<file path="src/core/spfc_pkg.sv">
// Purpose: shared constants and types for the spin-up and fast format control block
// Assumes: 200 MHz pclk, APB register access
// Notes: one aligned 32-bit word per register
package spfc_pkg;

  // ****************************************************************
  // clock and timing
  // ****************************************************************
  localparam int unsigned CLK_HZ = 200000000;
  localparam int unsigned TICK_HZ = 1000;
  localparam int unsigned TICK_DIV = CLK_HZ / TICK_HZ;
  localparam int unsigned READY_LIMIT_S = 30;
  localparam int unsigned ENABLE_WAIT_S = 5;
  localparam int unsigned STOP_LIMIT_S = 23;
  localparam int unsigned ACCEPT_LIMIT_S = 3;
  localparam int unsigned EXTRA_READY_S = 5;
  localparam int unsigned READY_TICKS = READY_LIMIT_S * TICK_HZ;
  localparam int unsigned ENABLE_TICKS = ENABLE_WAIT_S * TICK_HZ;
  localparam int unsigned STOP_TICKS = STOP_LIMIT_S * TICK_HZ;
  localparam int unsigned ACCEPT_TICKS = ACCEPT_LIMIT_S * TICK_HZ;
  localparam int unsigned EXTRA_TICKS = EXTRA_READY_S * TICK_HZ;
  localparam int unsigned FMT_EXTRA_MIN = 30;

  // ****************************************************************
  // register offsets
  // ****************************************************************
  localparam logic [11:0] OFF_CTRL = 12'h000;
  localparam logic [11:0] OFF_STAT = 12'h004;
  localparam logic [11:0] OFF_CMD = 12'h008;
  localparam logic [11:0] OFF_FMT = 12'h00c;
  localparam logic [11:0] OFF_BLK = 12'h010;
  localparam logic [11:0] OFF_CACHE = 12'h014;
  localparam logic [11:0] OFF_IRQ_ST = 12'h018;
  localparam logic [11:0] OFF_IRQ_MSK = 12'h01c;
  localparam logic [11:0] OFF_SENSE = 12'h020;

  // ****************************************************************
  // fields
  // ****************************************************************
  localparam int unsigned CMD_SS = 0;
  localparam int unsigned CMD_START = 1;
  localparam int unsigned CMD_IMMEDIATE_RETURN_FLAG = 2;
  localparam int unsigned CMD_FMT = 3;
  localparam int unsigned CMD_FMT_DONE = 4;
  localparam int unsigned CMD_FULL = 5;
  localparam int unsigned CTRL_NATIVE = 0;
  localparam int unsigned CTRL_SPIN_DONE = 1;
  localparam int unsigned CTRL_STOP_DONE = 2;
  localparam int unsigned CACHE_DRA_BIT = 5;
  localparam int unsigned CACHE_RCD_BIT = 0;
  localparam logic [1:0] FAST_FORMAT_FIELD_NONE = 2'h0;
  localparam logic [1:0] FAST_FORMAT_FIELD_FAST = 2'h1;
  localparam logic [7:0] SENSE_KEY_ILL = 8'h05;
  localparam logic [7:0] SENSE_ASC_CDB = 8'h24;
  localparam logic [7:0] FAST_FORMAT_FIELD_PTR_BYTE = 8'h04;
  localparam logic [2:0] FAST_FORMAT_FIELD_PTR_BIT = 3'h1;
  localparam logic [15:0] BLK_512 = 16'h0200;
  localparam logic [15:0] BLK_520 = 16'h0208;
  localparam logic [15:0] BLK_4096 = 16'h1000;
  localparam logic [15:0] BLK_4160 = 16'h1040;
  localparam logic [15:0] BLK_RESET = BLK_512;

  // interrupt bits
  localparam int unsigned IRQ_READY = 0;
  localparam int unsigned IRQ_SS_FAIL = 1;
  localparam int unsigned IRQ_STOPPED = 2;
  localparam int unsigned IRQ_FMT_ERR = 3;
  localparam int unsigned IRQ_FMT_DONE = 4;
  localparam int unsigned IRQ_W = 5;

  typedef enum logic [2:0] {
    SPFC_SP_IDLE, SPFC_SP_WAIT_START, SPFC_SP_WAIT_EN, SPFC_SP_SPIN,
    SPFC_SP_READY, SPFC_SP_STOP
  } spfc_spin_e;

  typedef struct packed {
    logic valid;
    logic start;
    logic immediate_return_flag;
  } spfc_ss_s;

endpackage : spfc_pkg

</file>
<file path="src/core/spfc_ctrl.sv">
// Purpose: spin-up gating, fast format decode and block size control
// Assumes: one 200 MHz clock, asynchronous active-low reset, APB slave
// Notes: the tick length is a parameter so that a bench can shorten every time limit
// Notes on behaviour
// - fast format field value one requests a fast format
// - field values two or three end with check condition 05/24
// - fast format conversion allowed only when sizes differ by exact factor eight; the code also allows it when both sizes are equal
// - new block size stays pending until a format completes
// - resets to emulated small block format; sizes checked per configuration
// - format time runs from last command byte to status request; OFF_FMT shows time_q, which a format command does not clear
// - commands accepted within three seconds after power-on
// - enable primitive without earlier stop gives ready within 30 seconds; without spin-done the code waits 35 s, READY_TICKS plus EXTRA_TICKS
// - stop before primitive needs start then primitive, then 30 seconds; the code times out at 35 s there too
// - start with immediate fails when no primitive within five seconds
// - stop with immediate clear returns status only after spindle stops
// - spindle stop completes within 23 seconds
// - power loss or temperature extremes may add five seconds
// - prefetch and caching controlled by separate bits
// - read ahead disable bit one turns prefetch off
`timescale 1ns/10ps
`default_nettype none

module spfc_ctrl
  import spfc_pkg::*;
#(
  // pclk cycles per timing tick
  parameter int unsigned TICK_CYCLES = TICK_DIV
) (
  // clock and reset
  input wire logic pclk,
  input wire logic presetn,
  // apb slave
  input wire logic psel,
  input wire logic penable,
  input wire logic pwrite,
  input wire logic [11:0] paddr,
  input wire logic [31:0] pwdata,
  output logic [31:0] prdata,
  output logic pready,
  output logic pslverr,
  // enable-spinup primitives from the two ports
  input wire logic spinup_port0,
  input wire logic spinup_port1,
  // device status outputs
  output logic unit_ready,
  output logic cmd_accept,
  output logic spindle_on,
  output logic prefetch_en,
  output logic cache_en,
  output logic irq
);

  // ****************************************************************
  // pin synchronisers
  // ****************************************************************
  logic [1:0] sp0_meta_q, sp0_sync_q, sp1_meta_q, sp1_sync_q;
  always_ff @(posedge pclk or negedge presetn) begin
    if (!presetn) begin
      sp0_meta_q <= 2'h0;
      sp0_sync_q <= 2'h0;
      sp1_meta_q <= 2'h0;
      sp1_sync_q <= 2'h0;
    end else begin
      sp0_meta_q <= {sp0_meta_q[0], spinup_port0};
      sp1_meta_q <= {sp1_meta_q[0], spinup_port1};
      sp0_sync_q <= {sp0_sync_q[0], sp0_meta_q[1]};
      sp1_sync_q <= {sp1_sync_q[0], sp1_meta_q[1]};
    end
  end
  logic spinup_ev;
  assign spinup_ev = (sp0_sync_q[0] & ~sp0_sync_q[1]) | (sp1_sync_q[0] & ~sp1_sync_q[1]);

  // ****************************************************************
  // apb decode
  // ****************************************************************
  logic wr_en;
  logic rd_hit;
  assign pready = 1'b1;
  assign wr_en = psel & penable & pwrite;
  always_comb begin
    unique case (paddr)
      OFF_CTRL, OFF_STAT, OFF_CMD, OFF_FMT, OFF_BLK, OFF_CACHE,
      OFF_IRQ_ST, OFF_IRQ_MSK, OFF_SENSE: rd_hit = 1'b1;
      default: rd_hit = 1'b0;
    endcase
  end
  assign pslverr = psel & penable & ~rd_hit;

  // ****************************************************************
  // tick counter
  // ****************************************************************
  logic [17:0] div_q;
  logic tick;
  logic [15:0] time_q;
  logic time_clr;
  always_ff @(posedge pclk or negedge presetn) begin
    if (!presetn) begin
      div_q <= 18'h0;
    end else if (div_q == 18'(TICK_CYCLES - 1)) begin
      div_q <= 18'h0;
    end else begin
      div_q <= div_q + 18'h1;
    end
  end
  assign tick = (div_q == 18'(TICK_CYCLES - 1));

  always_ff @(posedge pclk or negedge presetn) begin
    if (!presetn) begin
      time_q <= 16'h0;
    end else if (time_clr) begin
      time_q <= 16'h0;
    end else if (tick && time_q != 16'hffff) begin
      time_q <= time_q + 16'h1;
    end
  end

  logic [15:0] pon_q;
  always_ff @(posedge pclk or negedge presetn) begin
    if (!presetn) begin
      pon_q <= 16'h0;
    end else if (tick && pon_q != 16'(ACCEPT_TICKS - 1)) begin
      pon_q <= pon_q + 16'h1;
    end
  end
  assign cmd_accept = (pon_q == 16'(ACCEPT_TICKS - 1));

  // ****************************************************************
  // start-stop command capture
  // ****************************************************************
  spfc_ss_s ss;
  logic ctrl_native_q, spin_done_q, stop_done_q;
  assign ss.valid = wr_en && paddr == OFF_CMD && pwdata[CMD_SS] && cmd_accept;
  assign ss.start = pwdata[CMD_START];
  assign ss.immediate_return_flag = pwdata[CMD_IMMEDIATE_RETURN_FLAG];

  always_ff @(posedge pclk or negedge presetn) begin
    if (!presetn) begin
      ctrl_native_q <= 1'b0;
      spin_done_q <= 1'b0;
      stop_done_q <= 1'b0;
    end else begin
      spin_done_q <= wr_en && paddr == OFF_CTRL && pwdata[CTRL_SPIN_DONE];
      stop_done_q <= wr_en && paddr == OFF_CTRL && pwdata[CTRL_STOP_DONE];
      if (wr_en && paddr == OFF_CTRL) begin
        ctrl_native_q <= pwdata[CTRL_NATIVE];
      end
    end
  end

  // ****************************************************************
  // spin-up state machine
  // ****************************************************************
  spfc_spin_e st_q;
  logic stop_first_q, seen_en_q, imm_wait_q;
  logic ev_ready, ev_fail, ev_stopped;
  assign time_clr = ss.valid || (spinup_ev && (st_q == SPFC_SP_IDLE || st_q == SPFC_SP_WAIT_EN));

  always_ff @(posedge pclk or negedge presetn) begin
    if (!presetn) begin
      stop_first_q <= 1'b0;
      seen_en_q <= 1'b0;
    end else begin
      if (spinup_ev) begin
        seen_en_q <= 1'b1;
      end
      if (ss.valid && !ss.start && !seen_en_q) begin
        stop_first_q <= 1'b1;
      end
    end
  end

  always_ff @(posedge pclk or negedge presetn) begin
    if (!presetn) begin
      st_q <= SPFC_SP_IDLE;
      imm_wait_q <= 1'b0;
    end else begin
      unique case (st_q)
        SPFC_SP_IDLE: begin
          if (ss.valid && !ss.start) begin
            st_q <= SPFC_SP_WAIT_START;
          end else if (spinup_ev) begin
            st_q <= SPFC_SP_SPIN;
          end
        end
        SPFC_SP_WAIT_START: begin
          if (ss.valid && ss.start) begin
            st_q <= SPFC_SP_WAIT_EN;
            imm_wait_q <= ss.immediate_return_flag;
          end
        end
        SPFC_SP_WAIT_EN: begin
          if (spinup_ev) begin
            st_q <= SPFC_SP_SPIN;
            imm_wait_q <= 1'b0;
          end else if (imm_wait_q && time_q >= 16'(ENABLE_TICKS)) begin
            st_q <= SPFC_SP_WAIT_START;
            imm_wait_q <= 1'b0;
          end
        end
        SPFC_SP_SPIN: begin
          if (spin_done_q || time_q >= 16'(READY_TICKS + EXTRA_TICKS)) begin
            st_q <= SPFC_SP_READY;
          end
        end
        SPFC_SP_READY: begin
          if (ss.valid && !ss.start) begin
            st_q <= SPFC_SP_STOP;
          end
        end
        SPFC_SP_STOP: begin
          if (stop_done_q || time_q >= 16'(STOP_TICKS)) begin
            st_q <= SPFC_SP_WAIT_START;
          end
        end
      endcase
    end
  end

  assign ev_ready = (st_q == SPFC_SP_SPIN) &&
                    (spin_done_q || time_q >= 16'(READY_TICKS + EXTRA_TICKS));
  assign ev_fail = (st_q == SPFC_SP_WAIT_EN) && !spinup_ev && imm_wait_q &&
                   time_q >= 16'(ENABLE_TICKS);
  assign ev_stopped = (st_q == SPFC_SP_STOP) && (stop_done_q || time_q >= 16'(STOP_TICKS));

  always_ff @(posedge pclk or negedge presetn) begin
    if (!presetn) begin
      unit_ready <= 1'b0;
      spindle_on <= 1'b0;
    end else begin
      unit_ready <= (st_q == SPFC_SP_READY);
      spindle_on <= (st_q == SPFC_SP_SPIN) || (st_q == SPFC_SP_READY);
    end
  end

  // ****************************************************************
  // format and block size
  // ****************************************************************
  logic [15:0] blk_act_q, blk_pend_q;
  logic fmt_busy_q;
  logic [1:0] fast_format_field;
  logic fmt_cmd, blk_ok, mult8, ev_fmt_err, ev_fmt_done;
  logic [23:0] sense_q;
  assign fmt_cmd = wr_en && paddr == OFF_CMD && pwdata[CMD_FMT] && cmd_accept;
  assign fast_format_field = pwdata[9:8];
  assign blk_ok = ctrl_native_q ? (blk_pend_q == BLK_4096 || blk_pend_q == BLK_4160)
                                : (blk_pend_q == BLK_512 || blk_pend_q == BLK_520);
  assign mult8 = (blk_pend_q == blk_act_q) ||
                 ({blk_act_q[12:0], 3'h0} == blk_pend_q) ||
                 ({blk_pend_q[12:0], 3'h0} == blk_act_q);
  assign ev_fmt_err = fmt_cmd && (fast_format_field[1] || !blk_ok || (fast_format_field == FAST_FORMAT_FIELD_FAST && !mult8));
  assign ev_fmt_done = fmt_busy_q && wr_en && paddr == OFF_CMD && pwdata[CMD_FMT_DONE];

  always_ff @(posedge pclk or negedge presetn) begin
    if (!presetn) begin
      blk_act_q <= BLK_RESET;
      blk_pend_q <= BLK_RESET;
      fmt_busy_q <= 1'b0;
      sense_q <= 24'h0;
    end else begin
      if (wr_en && paddr == OFF_BLK) begin
        blk_pend_q <= pwdata[15:0];
      end
      if (ev_fmt_err) begin
        sense_q <= fast_format_field[1] ? {SENSE_KEY_ILL, SENSE_ASC_CDB, FAST_FORMAT_FIELD_PTR_BYTE[4:0], FAST_FORMAT_FIELD_PTR_BIT}
                           : {SENSE_KEY_ILL, SENSE_ASC_CDB, 8'h0};
      end else if (fmt_cmd) begin
        fmt_busy_q <= 1'b1;
        sense_q <= 24'h0;
      end
      if (ev_fmt_done) begin
        fmt_busy_q <= 1'b0;
        blk_act_q <= blk_pend_q;
      end
    end
  end

  // ****************************************************************
  // cache page bits
  // ****************************************************************
  logic read_ahead_disable_q, rcd_q;
  always_ff @(posedge pclk or negedge presetn) begin
    if (!presetn) begin
      read_ahead_disable_q <= 1'b0;
      rcd_q <= 1'b0;
    end else if (wr_en && paddr == OFF_CACHE) begin
      read_ahead_disable_q <= pwdata[CACHE_DRA_BIT];
      rcd_q <= pwdata[CACHE_RCD_BIT];
    end
  end
  assign prefetch_en = ~read_ahead_disable_q;
  assign cache_en = ~rcd_q;

  // ****************************************************************
  // interrupts
  // ****************************************************************
  logic [IRQ_W-1:0] irq_st_q, irq_msk_q, irq_set;
  assign irq_set = {ev_fmt_done, ev_fmt_err, ev_stopped, ev_fail, ev_ready};
  always_ff @(posedge pclk or negedge presetn) begin
    if (!presetn) begin
      irq_st_q <= '0;
      irq_msk_q <= '0;
    end else begin
      if (wr_en && paddr == OFF_IRQ_MSK) begin
        irq_msk_q <= pwdata[IRQ_W-1:0];
      end
      if (wr_en && paddr == OFF_IRQ_ST) begin
        irq_st_q <= (irq_st_q & ~pwdata[IRQ_W-1:0]) | irq_set;
      end else begin
        irq_st_q <= irq_st_q | irq_set;
      end
    end
  end
  assign irq = |(irq_st_q & irq_msk_q);

  // ****************************************************************
  // read data
  // ****************************************************************
  always_comb begin
    prdata = 32'h0;
    if (psel && !pwrite) begin
      unique case (paddr)
        OFF_CTRL: prdata = {31'h0, ctrl_native_q};
        OFF_STAT: prdata = {24'h0, fmt_busy_q, stop_first_q, seen_en_q, cmd_accept,
                            1'b0, st_q};
        OFF_CMD: prdata = 32'h0;
        OFF_FMT: prdata = {16'h0, time_q};
        OFF_BLK: prdata = {blk_act_q, blk_pend_q};
        OFF_CACHE: prdata = {26'h0, read_ahead_disable_q, 4'h0, rcd_q};
        OFF_IRQ_ST: prdata = {27'h0, irq_st_q};
        OFF_IRQ_MSK: prdata = {27'h0, irq_msk_q};
        OFF_SENSE: prdata = {8'h0, sense_q};
        default: prdata = 32'h0;
      endcase
    end
  end

endmodule // spfc_ctrl

`default_nettype wire

</file>
<file path="config.mk">
export PLATFORM = sky130hd
export DESIGN_NAME = spfc_ctrl
export DESIGN_NICKNAME = d
export VERILOG_FILES = /design/src/core/spfc_pkg.sv /design/src/core/spfc_ctrl.sv
export SDC_FILE = /design/constraint.sdc
export NUM_CORES = 1
export LEC_CHECK = 0
export BUFFER_PORTS_ARGS = -buffer_cell sky130_fd_sc_hd__buf_4
export CAP_MARGIN = 40
export CORE_MARGIN = 2
export CORE_UTILIZATION = 58
export CTS_CLUSTER_DIAMETER = 100
export DETAILED_ROUTE_END_ITERATION = 8
export PLACE_DENSITY = 0.92
export SLEW_MARGIN = 10
export SYNTH_ARGS = -nofsm -noshare
export SYNTH_HDL_FRONTEND = slang
export SYNTH_SLANG_ARGS = --single-unit
</file>
<file path="constraint.sdc">
create_clock -name pclk -period 2.47 [get_ports pclk]
set_input_delay 0.3705 -clock pclk [delete_from_list [all_inputs] [get_ports pclk]]
set_output_delay 0.3705 -clock pclk [all_outputs]
set_load 0.02 [all_outputs]
</file>
==> impl_metrics.env, run 1 <==
export IMPL_outcome="finished, violations left"
export IMPL_violations="setup timing"
export IMPL_finalWorstPathRequiredPeriod_ns=2.90
export IMPL_start_util_pct=59.3
export IMPL_netlist_area_um2=6430
export IMPL_ys_seq_area_share_pct=45.2
export IMPL_grt_usage_pct=29.8
export IMPL_tightest_slew_ns=0.637
export IMPL_setup_violations=6
export IMPL_syn_nets=703
export IMPL_htreeDepth=4
export IMPL_end_kind="primary output"
export IMPL_final_antenna_net_count=0
export IMPL_fin_crit_sh_pct=117
export IMPL_clock_latency_ns=0.53
export IMPL_required_ns=2.10
export IMPL_max_slew_margin_rel_pct=57.6
export IMPL_diodes=0
export IMPL_skew_ns=0.00570
export IMPL_fmaxAchievable_mhz=345
export IMPL_tns_ns=-0.668
export IMPL_die_x_um=109
export IMPL_io_buffers=73
export IMPL_num_rows=38
export IMPL_fp_coreArea_um2=10800
export IMPL_grt_pass1_vias=5510
export IMPL_wire_per_inst_um=18.8
export IMPL_fin_nets=803
export IMPL_ys_warn_count=0
export IMPL_stdcell_count=895
export IMPL_layout_drive_gt1_share_pct=26.6
export IMPL_syn_avg_cell_area_um2=9.94
export IMPL_final_cell_mix="dfrtp_1 (114), buf_4 (103), nor2_1 (65), xnor2_1 (55), nand2_1 (53)"
export IMPL_layout_setup_ws_ns=-0.430
export IMPL_grt_pass1_wl_um=27200
export IMPL_drt_pass1_iter_count=6
export IMPL_gp_congestion=0.952
export IMPL_dr_total_vias=5527
export IMPL_drc=0
export IMPL_boundaryPins=91
export IMPL_finalMaxSlewViolations=0
export IMPL_syn2layout_area_growth_pct=24.0
export IMPL_numCtsBuffers=17
export IMPL_synthArstFlopShare_pct=100
export IMPL_antenna_found_initial=0
export IMPL_drt_iter0_drc=658
export IMPL_clockBufferDepth=2
export IMPL_grt_ovfl_total=0
export IMPL_path_clk_slew_ns=0.05
export IMPL_grt_max_degree=58
export IMPL_hold_viol=0
export IMPL_synth_seq_cells=116
export IMPL_critical_path_class="register to primary output"
export IMPL_cts_root_buf="clkbuf_8"
export IMPL_synth_edf_count=0
export IMPL_cap_violations=0
export IMPL_viasPerCell=6.18
export IMPL_dieHeight_um=109
export IMPL_rsz0062_at_grt="yes"
export IMPL_ir_worst_vdd_v=0.000470
export IMPL_synth_cell_types=70
export IMPL_cts_tree="built"
export IMPL_cp_data_arrival_time_ns=2.53
export IMPL_wirelength_um=16800
export IMPL_dp_cells=857
export IMPL_leakage_nw=3.73
export IMPL_fin_total_pwr_w=0.00437
export IMPL_powerDensity_nw_per_um2=548
export IMPL_synthCells=647
export IMPL_ys_flop_type="dfrtp_1"
export IMPL_hold_path_class="input pin to register"
export IMPL_dp_hpwl_um=11700
export IMPL_cts_sinks=116
export IMPL_crit_path_start_kind="register"
export IMPL_path_max_fanout=2
export IMPL_final_common_cell="dfrtp_1"
export IMPL_fp_dieArea_um2=12000
==> logic make-up (layout without fill, tap and decap cells) <==
family / after synthesis / after routing / share of synthesized area (%)
mux: 48 / 48 / 8.32
simple gates: 259 / 259 / 21.3
flops: 116 / 116 / 45.2
other cells: 1 / 1 / 0.0583
xor+xnor: 85 / 85 / 11.6
compound gates: 82 / 82 / 8.99
fa+ha+maj: 5 / 5 / 0.972
buf+inv: 51 / 159 / 3.62
==> final cells by class <==
class | instances | area [µm²]
repair buffers | 115 | 948
clock inverters | 7 | 110
inverters | 17 | 63.8
flip-flops and latches | 116 | 2910
multi-input cells | 480 | 3340
clock buffers | 20 | 435
well taps | 140 | 175
fillers | 696 | 2860
==> worst paths after layout <==
path / startpoint / endpoint / slack (ns) / cells after the start
max: pon_q[15] / prdata[4] / -0.43 / 7
min: pwdata[11] / blk_pend_q[11] / 0.08 / 2
max reg2reg: pon_q[15] / st_q[1] / -0.06 / 8
min reg2reg: sp0_meta_q[1] / sp0_sync_q[0] / 0.35 / 0
max in group asynchronous: presetn / blk_act_q[9] / 1.35 / 3
min in group asynchronous: presetn / rcd_q / 0.37 / 2
==> stage by stage <==
step	util, %	worst slack [ns]	instance area [µm²]	hold WS, ns
finish	73.6	-0.430	7980	0.0778
global placement	67.3	-0.00992	7300	0.332
global route	73.6	-0.556	7980	0.0673
detailed placement	67.3	-0.0899	7300	0.336
floorplan	-	0.00511	6450	0.0749
CTS	73.2	-0.395	7940	0.0667
==> power by group <==
part	switching [W]	internal, W	leakage [nW]
combinational	0.0000911	0.0000603	1.89
sequential	0.00000304	0.00191	1.56
clock	0.000785	0.00152	0.272
total	0.000879	0.00349	3.73
==> per-layer routing <==
metal / up-vias / part of all wire, % / track usage [%]
met5: - / 0 / 0
met4: 0 / 3.6 / 16.6
met2: 247 / 50 / 48.5
li1: 2480 / - / -
met1: 2738 / 40 / 37.0
met3: 62 / 5.9 / 6.22
==> state kept, by name, summed over array words and instances, names as in the netlist, 3 cells and up <==
register	flops
blk_act_q	16
irq_st_q	5
st_q	3
blk_pend_q	16
pon_q	16
time_q	16
div_q	18
irq_msk_q	5
==> timing repair <==
| action | in CTS | in global routing |
|---|---|---|
| buffers inserted | 4 | 5 |
| gates resized for setup | 8 | 2 |
| pin swaps | 3 | 7 |
| hold buffers | 3 | 0 |
| endpoints found under the hold margin | 42 | 0 |
| endpoints found under the setup margin | 18 | 42 |
==> worst max-delay path, cell delays in order (launching register included) <==
cell and delay, ns:
dfrtp_1 0.38, or4_4 0.56, nor4_4 0.35, mux2i_1 0.12
nor2_1 0.18, a21oi_1 0.06, a21oi_1 0.19, buf_4 0.17
==> synthesized netlist by cell type, types with 10 or more instances <==
cell type,instances,area [µm²]
and2_1,19,119
clkbuf_1,21,78.8
a21oi_1,18,90.1
nand3_1,19,95.1
nor2_1,65,244
a22oi_1,10,75.1
nand2_1,53,199
xor2_1,30,263
o21ai_0,15,75.1
nor3_1,14,70.1
and3_1,18,113
inv_1,16,60.1
mux2_2,40,450
nand4_1,25,156
dfrtp_1,114,2850
nor4_1,13,81.3
xnor2_1,55,482
(Power assumes the default switching activity.)
==> run 2, diff against run 1 <==
--- a/config.mk
+++ b/config.mk
@@ -10,9 +10,11 @@
 export CORE_MARGIN = 2
 export CORE_UTILIZATION = 58
 export CTS_CLUSTER_DIAMETER = 100
+export CTS_CLUSTER_SIZE = 25
 export DETAILED_ROUTE_END_ITERATION = 8
 export PLACE_DENSITY = 0.92
 export SLEW_MARGIN = 10
 export SYNTH_ARGS = -nofsm -noshare
 export SYNTH_HDL_FRONTEND = slang
 export SYNTH_SLANG_ARGS = --single-unit
+export TNS_END_PERCENT = 1
==> run 2 against run 1 <==
  * Global-route usage fell by 0.23 points
  * Via count shrank 0.29%
  * The flow still finishes with violations (setup timing)
  * Count of clock-buffer cells in the layout is the same
  * Critical endpoint unchanged
  * First-iteration DRC count down 5.6%
  * Final cell count increased by 0.22%
  * Non-clock buffer count decreased by 1
  * Highest routed layer unchanged
==> impl_metrics.env, run 2 (synthesis results as in run 1) <==
export IMPL_outcome="finished, violations left"
export IMPL_violations="setup timing"
export IMPL_top_layer="met4"
export IMPL_crit_chain="or4b_4 -> nor4_4 -> mux2i_1 -> nor2_2 -> a21oi_2 -> a21oi_2 -> buf_6"
export IMPL_cpPeakStageDelay_ns=0.58
export IMPL_final_common_cell="dfrtp_1"
export IMPL_hold_path_class="input pin to register"
export IMPL_path_max_fanout=2
export IMPL_drt_pass1_iter_count=6
export IMPL_skew_ns=0.00992
export IMPL_finalMaxSlewViolations=0
export IMPL_grt_pass1_vias=5624
export IMPL_hold_viol=0
export IMPL_cap_violations=0
export IMPL_finalWorstPathRequiredPeriod_ns=2.99
export IMPL_rsz0062_at_grt="yes"
export IMPL_tightest_slew_ns=0.704
export IMPL_dr_total_vias=5511
export IMPL_fp_dieArea_um2=12000
export IMPL_drt_iter0_drc=621
export IMPL_critPathLaunch="pon_q[10]"
export IMPL_htreeDepth=4
export IMPL_max_slew_margin_rel_pct=53.1
export IMPL_syn2layout_area_growth_pct=24.3
export IMPL_antenna_found_initial=0
export IMPL_die_x_um=109
export IMPL_clockBufferDepth=2
export IMPL_cpMaxStageDelayCell="or4b_4"
export IMPL_diodes=0
export IMPL_num_rows=38
export IMPL_fin_crit_sh_pct=121
export IMPL_boundaryPins=91
export IMPL_final_antenna_net_count=0
export IMPL_fmaxAchievable_mhz=335
export IMPL_path_clk_slew_ns=0.06
export IMPL_path_delay_family="simple AND/OR/NAND/NOR gates"
export IMPL_final_cell_mix="dfrtp_1 (113), buf_4 (103), nor2_1 (64), xnor2_1 (55), nand2_1 (53)"
export IMPL_layout_drive_gt1_share_pct=27.1
export IMPL_critical_path_class="register to primary output"
export IMPL_powerDensity_nw_per_um2=576
export IMPL_dr_wl_met3_um=1250
export IMPL_cts_sinks=116
export IMPL_worstHoldStart="pwdata[5]"
export IMPL_route_met2_wl_um=8740
export IMPL_start_util_pct=59.3
export IMPL_cts_tree="built"
export IMPL_fin_nets=802
export IMPL_grt_ovfl_total=0
export IMPL_drt_met1_wl_um=6500
export IMPL_tns_ns=-2.99
export IMPL_numCtsBuffers=17
export IMPL_ir_worst_vdd_v=0.000367
export IMPL_fin_area_um2=8000
export IMPL_dieHeight_um=109
export IMPL_grt_max_degree=51
export IMPL_crit_path_frequent_cell="a21oi_2"
export IMPL_dp_hpwl_um=11600
export IMPL_drc=0
export IMPL_wirelength_um=17100
export IMPL_cp_data_arrival_time_ns=2.61
export IMPL_io_buffers=73
export IMPL_viasPerCell=6.14
export IMPL_leakage_nw=3.74
export IMPL_gp_congestion=0.911
export IMPL_clock_latency_ns=0.52
export IMPL_wire_per_inst_um=19.0
export IMPL_critPathBufInv=1
export IMPL_r2r_start="pon_q[10]"
export IMPL_end_kind="primary output"
export IMPL_grt_pass1_wl_um=27200
export IMPL_regMostFlops="div_q"
export IMPL_grt_usage_pct=29.6
export IMPL_dpl_cell_area_um2=7270
export IMPL_layout_setup_ws_ns=-0.515
export IMPL_cts_root_buf="clkbuf_8"
export IMPL_crit_path_start_kind="register"
export IMPL_setup_violations=34
export IMPL_fp_coreArea_um2=10800
export IMPL_largest_register_ffs=18
export IMPL_required_ns=2.10
run 2: cell types whose count changed in the layout (fill, tap and decap cells not counted), moves of 2 or more:
cell / change
a21oi_1: -2
a21oi_2: +2
buf_12: -2
clkbuf_1: -2
clkbuf_8: +2
clkinvlp_4: +2
nor2_2: +2
nor4_1: +3
nor4_2: -3
run 2: final timing paths:
| path | end | slack, ns | cells after the start |
|---|---|---|---|
| setup / recovery | prdata[4] | -0.52 | 7 |
| hold / removal | read_ahead_disable_q | 0.09 | 3 |
| setup reg to reg | st_q[1] | -0.22 | 9 |
| hold reg to reg | sp0_sync_q[0] | 0.35 | 0 |
| max in group asynchronous | pon_q[9] | 1.34 | 3 |
| min in group asynchronous | read_ahead_disable_q | 0.44 | 2 |
run 2: per-layer routing:
metal | track usage (%) | up-vias
met4 | 12.7 | 0
met2 | 50.9 | 283
met5 | 0 | -
li1 | - | 2477
met1 | 35.3 | 2689
met3 | 7.11 | 62
run 2: power breakdown:
group	total (W)	leakage [nW]	internal (W)	switching [W]
clock	0.00254	0.298	0.00170	0.000838
combinational	0.000154	1.88	0.0000619	0.0000925
sequential	0.00191	1.56	0.00191	0.00000308
run 2: worst register-to-register path, delay by kind of cell (launching register included):
family	cells	cell delay (ns)
and+or+nand+nor	4	1.36
AOI/OAI and AO/OA	1	0.13
buffers and inverters	3	0.39
muxes	1	0.31
DFF	1	0.39
run 2: metrics by stage:
step	hold WS (ns)	setup slack (ns)	util (%)	power (W)	cells
after CTS	0.0689	-0.417	73.2	0.00462	892
after floorplan	0.0749	-0.00974	-	0.00198	647
after detailed placement	0.335	-0.0984	67.1	0.00209	858
after global routing	0.0775	-0.628	73.8	0.00473	897
after global placement	0.333	-0.0928	67.1	0.00209	858
final	0.0883	-0.515	73.8	0.00460	897
run 2: what timing repair did:
action | 4_1_cts | 5_1_grt
setup buffers | 1 | 5
gates resized for setup | 4 | 7
pin swaps | 1 | 5
hold endpoints to repair | 47 | 0
setup endpoints to repair | 33 | 36
hold buffers | 3 | 0
run 2: area by class of cell:
cell class	count	area [µm²]
repair buffers	114	920
inverters	17	63.8
fillers	718	2840
well taps	140	175
multi-input cells	480	3320
clock buffers	20	455
clock inverters	10	155
flip-flops and latches	116	2910
==> run 3, diff against run 2 <==
--- a/config.mk
+++ b/config.mk
@@ -13,6 +13,7 @@
 export CTS_CLUSTER_SIZE = 25
 export DETAILED_ROUTE_END_ITERATION = 8
 export PLACE_DENSITY = 0.92
+export SETUP_SLACK_MARGIN = 0.3
 export SLEW_MARGIN = 10
 export SYNTH_ARGS = -nofsm -noshare
 export SYNTH_HDL_FRONTEND = slang
==> constraint.sdc (replaced) <==
create_clock -name pclk -period 3 [get_ports pclk]
set_input_delay 0.45 -clock pclk [delete_from_list [all_inputs] [get_ports pclk]]
set_output_delay 0.45 -clock pclk [all_outputs]
set_load 0.02 [all_outputs]
==> run 3 against run 2 <==
  * The flow now finishes without violations
  * Utilization shrank 1.8 points
  * Hold slack got worse by 0.073 ns
  * Design area is 2.5% lower
  * Non-clock buffer count shrank 23
  * Combinational power shrank 23%
  * Total power is 17% lower
  * First-iteration DRC count decreased by 32%
  * Routed wire length is 2.2% lower
  * Worst setup slack better by 0.57 ns
  * Via count fell by 2.2%
  * Register-to-register slack improved by 0.68 ns
  * Count of clock-buffer cells in the layout up 2
  * Highest routed layer unchanged
==> impl_metrics.env, run 3 (synthesis results as in run 1) <==
export IMPL_outcome="completed"
export IMPL_power_frac_seq_pct=41.4
export IMPL_fin_nets=779
export IMPL_wire_per_inst_um=19.1
export IMPL_max_slew_margin_rel_pct=45.7
export IMPL_clockBufferDepth=2
export IMPL_grt_usage_pct=29.7
export IMPL_skew_ns=0.00912
export IMPL_critical_path_class="register to primary output"
export IMPL_multi_input_area_um2=3320
export IMPL_dp_cells=838
export IMPL_gp_congestion=0.942
export IMPL_regMostFlops="div_q"
export IMPL_fmaxAchievable_mhz=340
export IMPL_internal_power_w=0.00300
export IMPL_tns_ns=0
export IMPL_p_comb_share_pct=3.1
export IMPL_drt_pass1_iter_count=5
export IMPL_grt_pass1_vias=5365
export IMPL_fp_dieArea_um2=12000
export IMPL_boundaryPins=91
export IMPL_cts_root_buf="clkbuf_8"
export IMPL_viasPerCell=6.15
export IMPL_required_ns=2.55
export IMPL_grt_max_degree=62
export IMPL_layout_drive_gt1_share_pct=25.1
export IMPL_num_rows=38
export IMPL_io_buffers=73
export IMPL_numCtsBuffers=17
export IMPL_setup_violations=0
export IMPL_dr_total_vias=5389
export IMPL_final_common_cell="dfrtp_1"
export IMPL_cap_violations=0
export IMPL_fp_coreArea_um2=10800
export IMPL_hold_viol=0
export IMPL_clock_latency_ns=0.52
export IMPL_finalWorstPathRequiredPeriod_ns=2.94
export IMPL_rsz0062_at_grt="yes"
export IMPL_p_sw_share_pct=21.2
export IMPL_drc=0
export IMPL_finalMaxSlewViolations=0
export IMPL_powerDensity_nw_per_um2=488
export IMPL_path_clk_slew_ns=0.06
export IMPL_dieHeight_um=109
export IMPL_diodes=0
export IMPL_crit_path_start_kind="register"
export IMPL_leakage_nw=3.62
export IMPL_fin_crit_sh_pct=98.0
export IMPL_seqCellArea_um2=2910
export IMPL_power_frac_clock_pct=55.4
export IMPL_largest_register_ffs=18
export IMPL_p_sw_w=0.000805
export IMPL_cts_sinks=116
export IMPL_grt_ovfl_total=0
export IMPL_wirelength_um=16700
export IMPL_final_antenna_net_count=0
export IMPL_start_util_pct=59.3
export IMPL_die_x_um=109
export IMPL_grt_pass1_wl_um=27100
export IMPL_ir_worst_vdd_v=0.000388
export IMPL_antenna_found_initial=0
export IMPL_cp_data_arrival_time_ns=2.49
export IMPL_final_cell_mix="dfrtp_1 (113), buf_4 (89), nor2_1 (65), xnor2_1 (55), nand2_1 (53)"
export IMPL_path_max_fanout=2
export IMPL_end_kind="primary output"
export IMPL_stdcell_count=876
export IMPL_syn2layout_area_growth_pct=21.2
export IMPL_hold_path_class="input pin to async pin"
export IMPL_ff2ff_path_depth=6
export IMPL_tightest_slew_ns=0.815
export IMPL_htreeDepth=4
export IMPL_drt_iter0_drc=424
export IMPL_dp_hpwl_um=11400
export IMPL_fillers=744
export IMPL_cts_tree="built"
==> run 3: critical path: stages, from the launching register on <==
cell and delay [ns]:
dfrtp_1 0.39, or4_4 0.57, nor4_4 0.34, mux2i_1 0.12, nor2_1 0.16, a21oi_1 0.07, a21oi_1 0.17, buf_4 0.16
==> run 3: repair_timing <==
action,4_1_cts,5_1_grt
pin swaps,2,4
gates resized for setup,4,4
endpoints found under the setup margin,32,32
hold buffers,0,0
setup buffers,4,2
==> run 3: path summary, 6_finish.rpt <==
check                                end  slack, ns          start
setup reg to reg                 st_q[1]       0.46      pon_q[15]
max in group asynchronous   blk_act_q[9]       2.13        presetn
hold reg to reg            sp1_meta_q[1]       0.35  sp1_meta_q[0]
min in group pclk          sp1_meta_q[0]       0.04   spinup_port1
setup / recovery               prdata[4]       0.06      pon_q[15]
hold / removal                     rcd_q       0.02        presetn
==> run 3: metrics by stage <==
stage / hold slack, ns / setup WS [ns] / area, µm² / total power (W) / utilization (%)
6_report: 0.0150 / 0.0593 / 7800 / 0.00380 / 71.9
3_3_place_gp: 0.333 / 0.107 / 7090 / 0.00171 / 65.4
2_1_floorplan: 0.154 / 0.354 / 6430 / 0.00163 / -
3_5_place_dp: 0.336 / 0.0357 / 7090 / 0.00172 / 65.4
4_1_cts: 0.0240 / 0.0831 / 7760 / 0.00382 / 71.6
5_1_grt: 0.0220 / 0.00168 / 7800 / 0.00390 / 71.9
==> run 3: power groups by stage <==
stage | Sequential, W | Combinational [W] | Clock [W]
after detailed placement | 0.00160 | 0.000117 | 0
after global placement | 0.00160 | 0.000113 | 0
final | 0.00157 | 0.000119 | 0.00211
after global routing | 0.00157 | 0.000130 | 0.00219
after CTS | 0.00157 | 0.000119 | 0.00212
after floorplan | 0.00160 | 0.0000287 | 0
==> run 3: area by class of cell <==
| cell class | instances | area share (%) |
|---|---|---|
| clock buffers | 22 | 6.19 |
| clock inverters | 10 | 1.86 |
| inverters | 17 | 0.818 |
| multi-input cells | 480 | 42.6 |
| flip-flops and latches | 116 | 37.3 |
| well taps | 140 | 2.25 |
| repair buffers | 91 | 8.97 |
==> run 3: metal layers <==
metal	part of all wire [%]	up-vias	wire length, µm	global-route usage [%]
li1	-	2437	-	-
met2	52	246	8690	51.1
met3	7.0	31	1180	7.23
met4	1.9	0	317	10.6
met5	0	-	0	0
met1	39	2675	6510	36.4
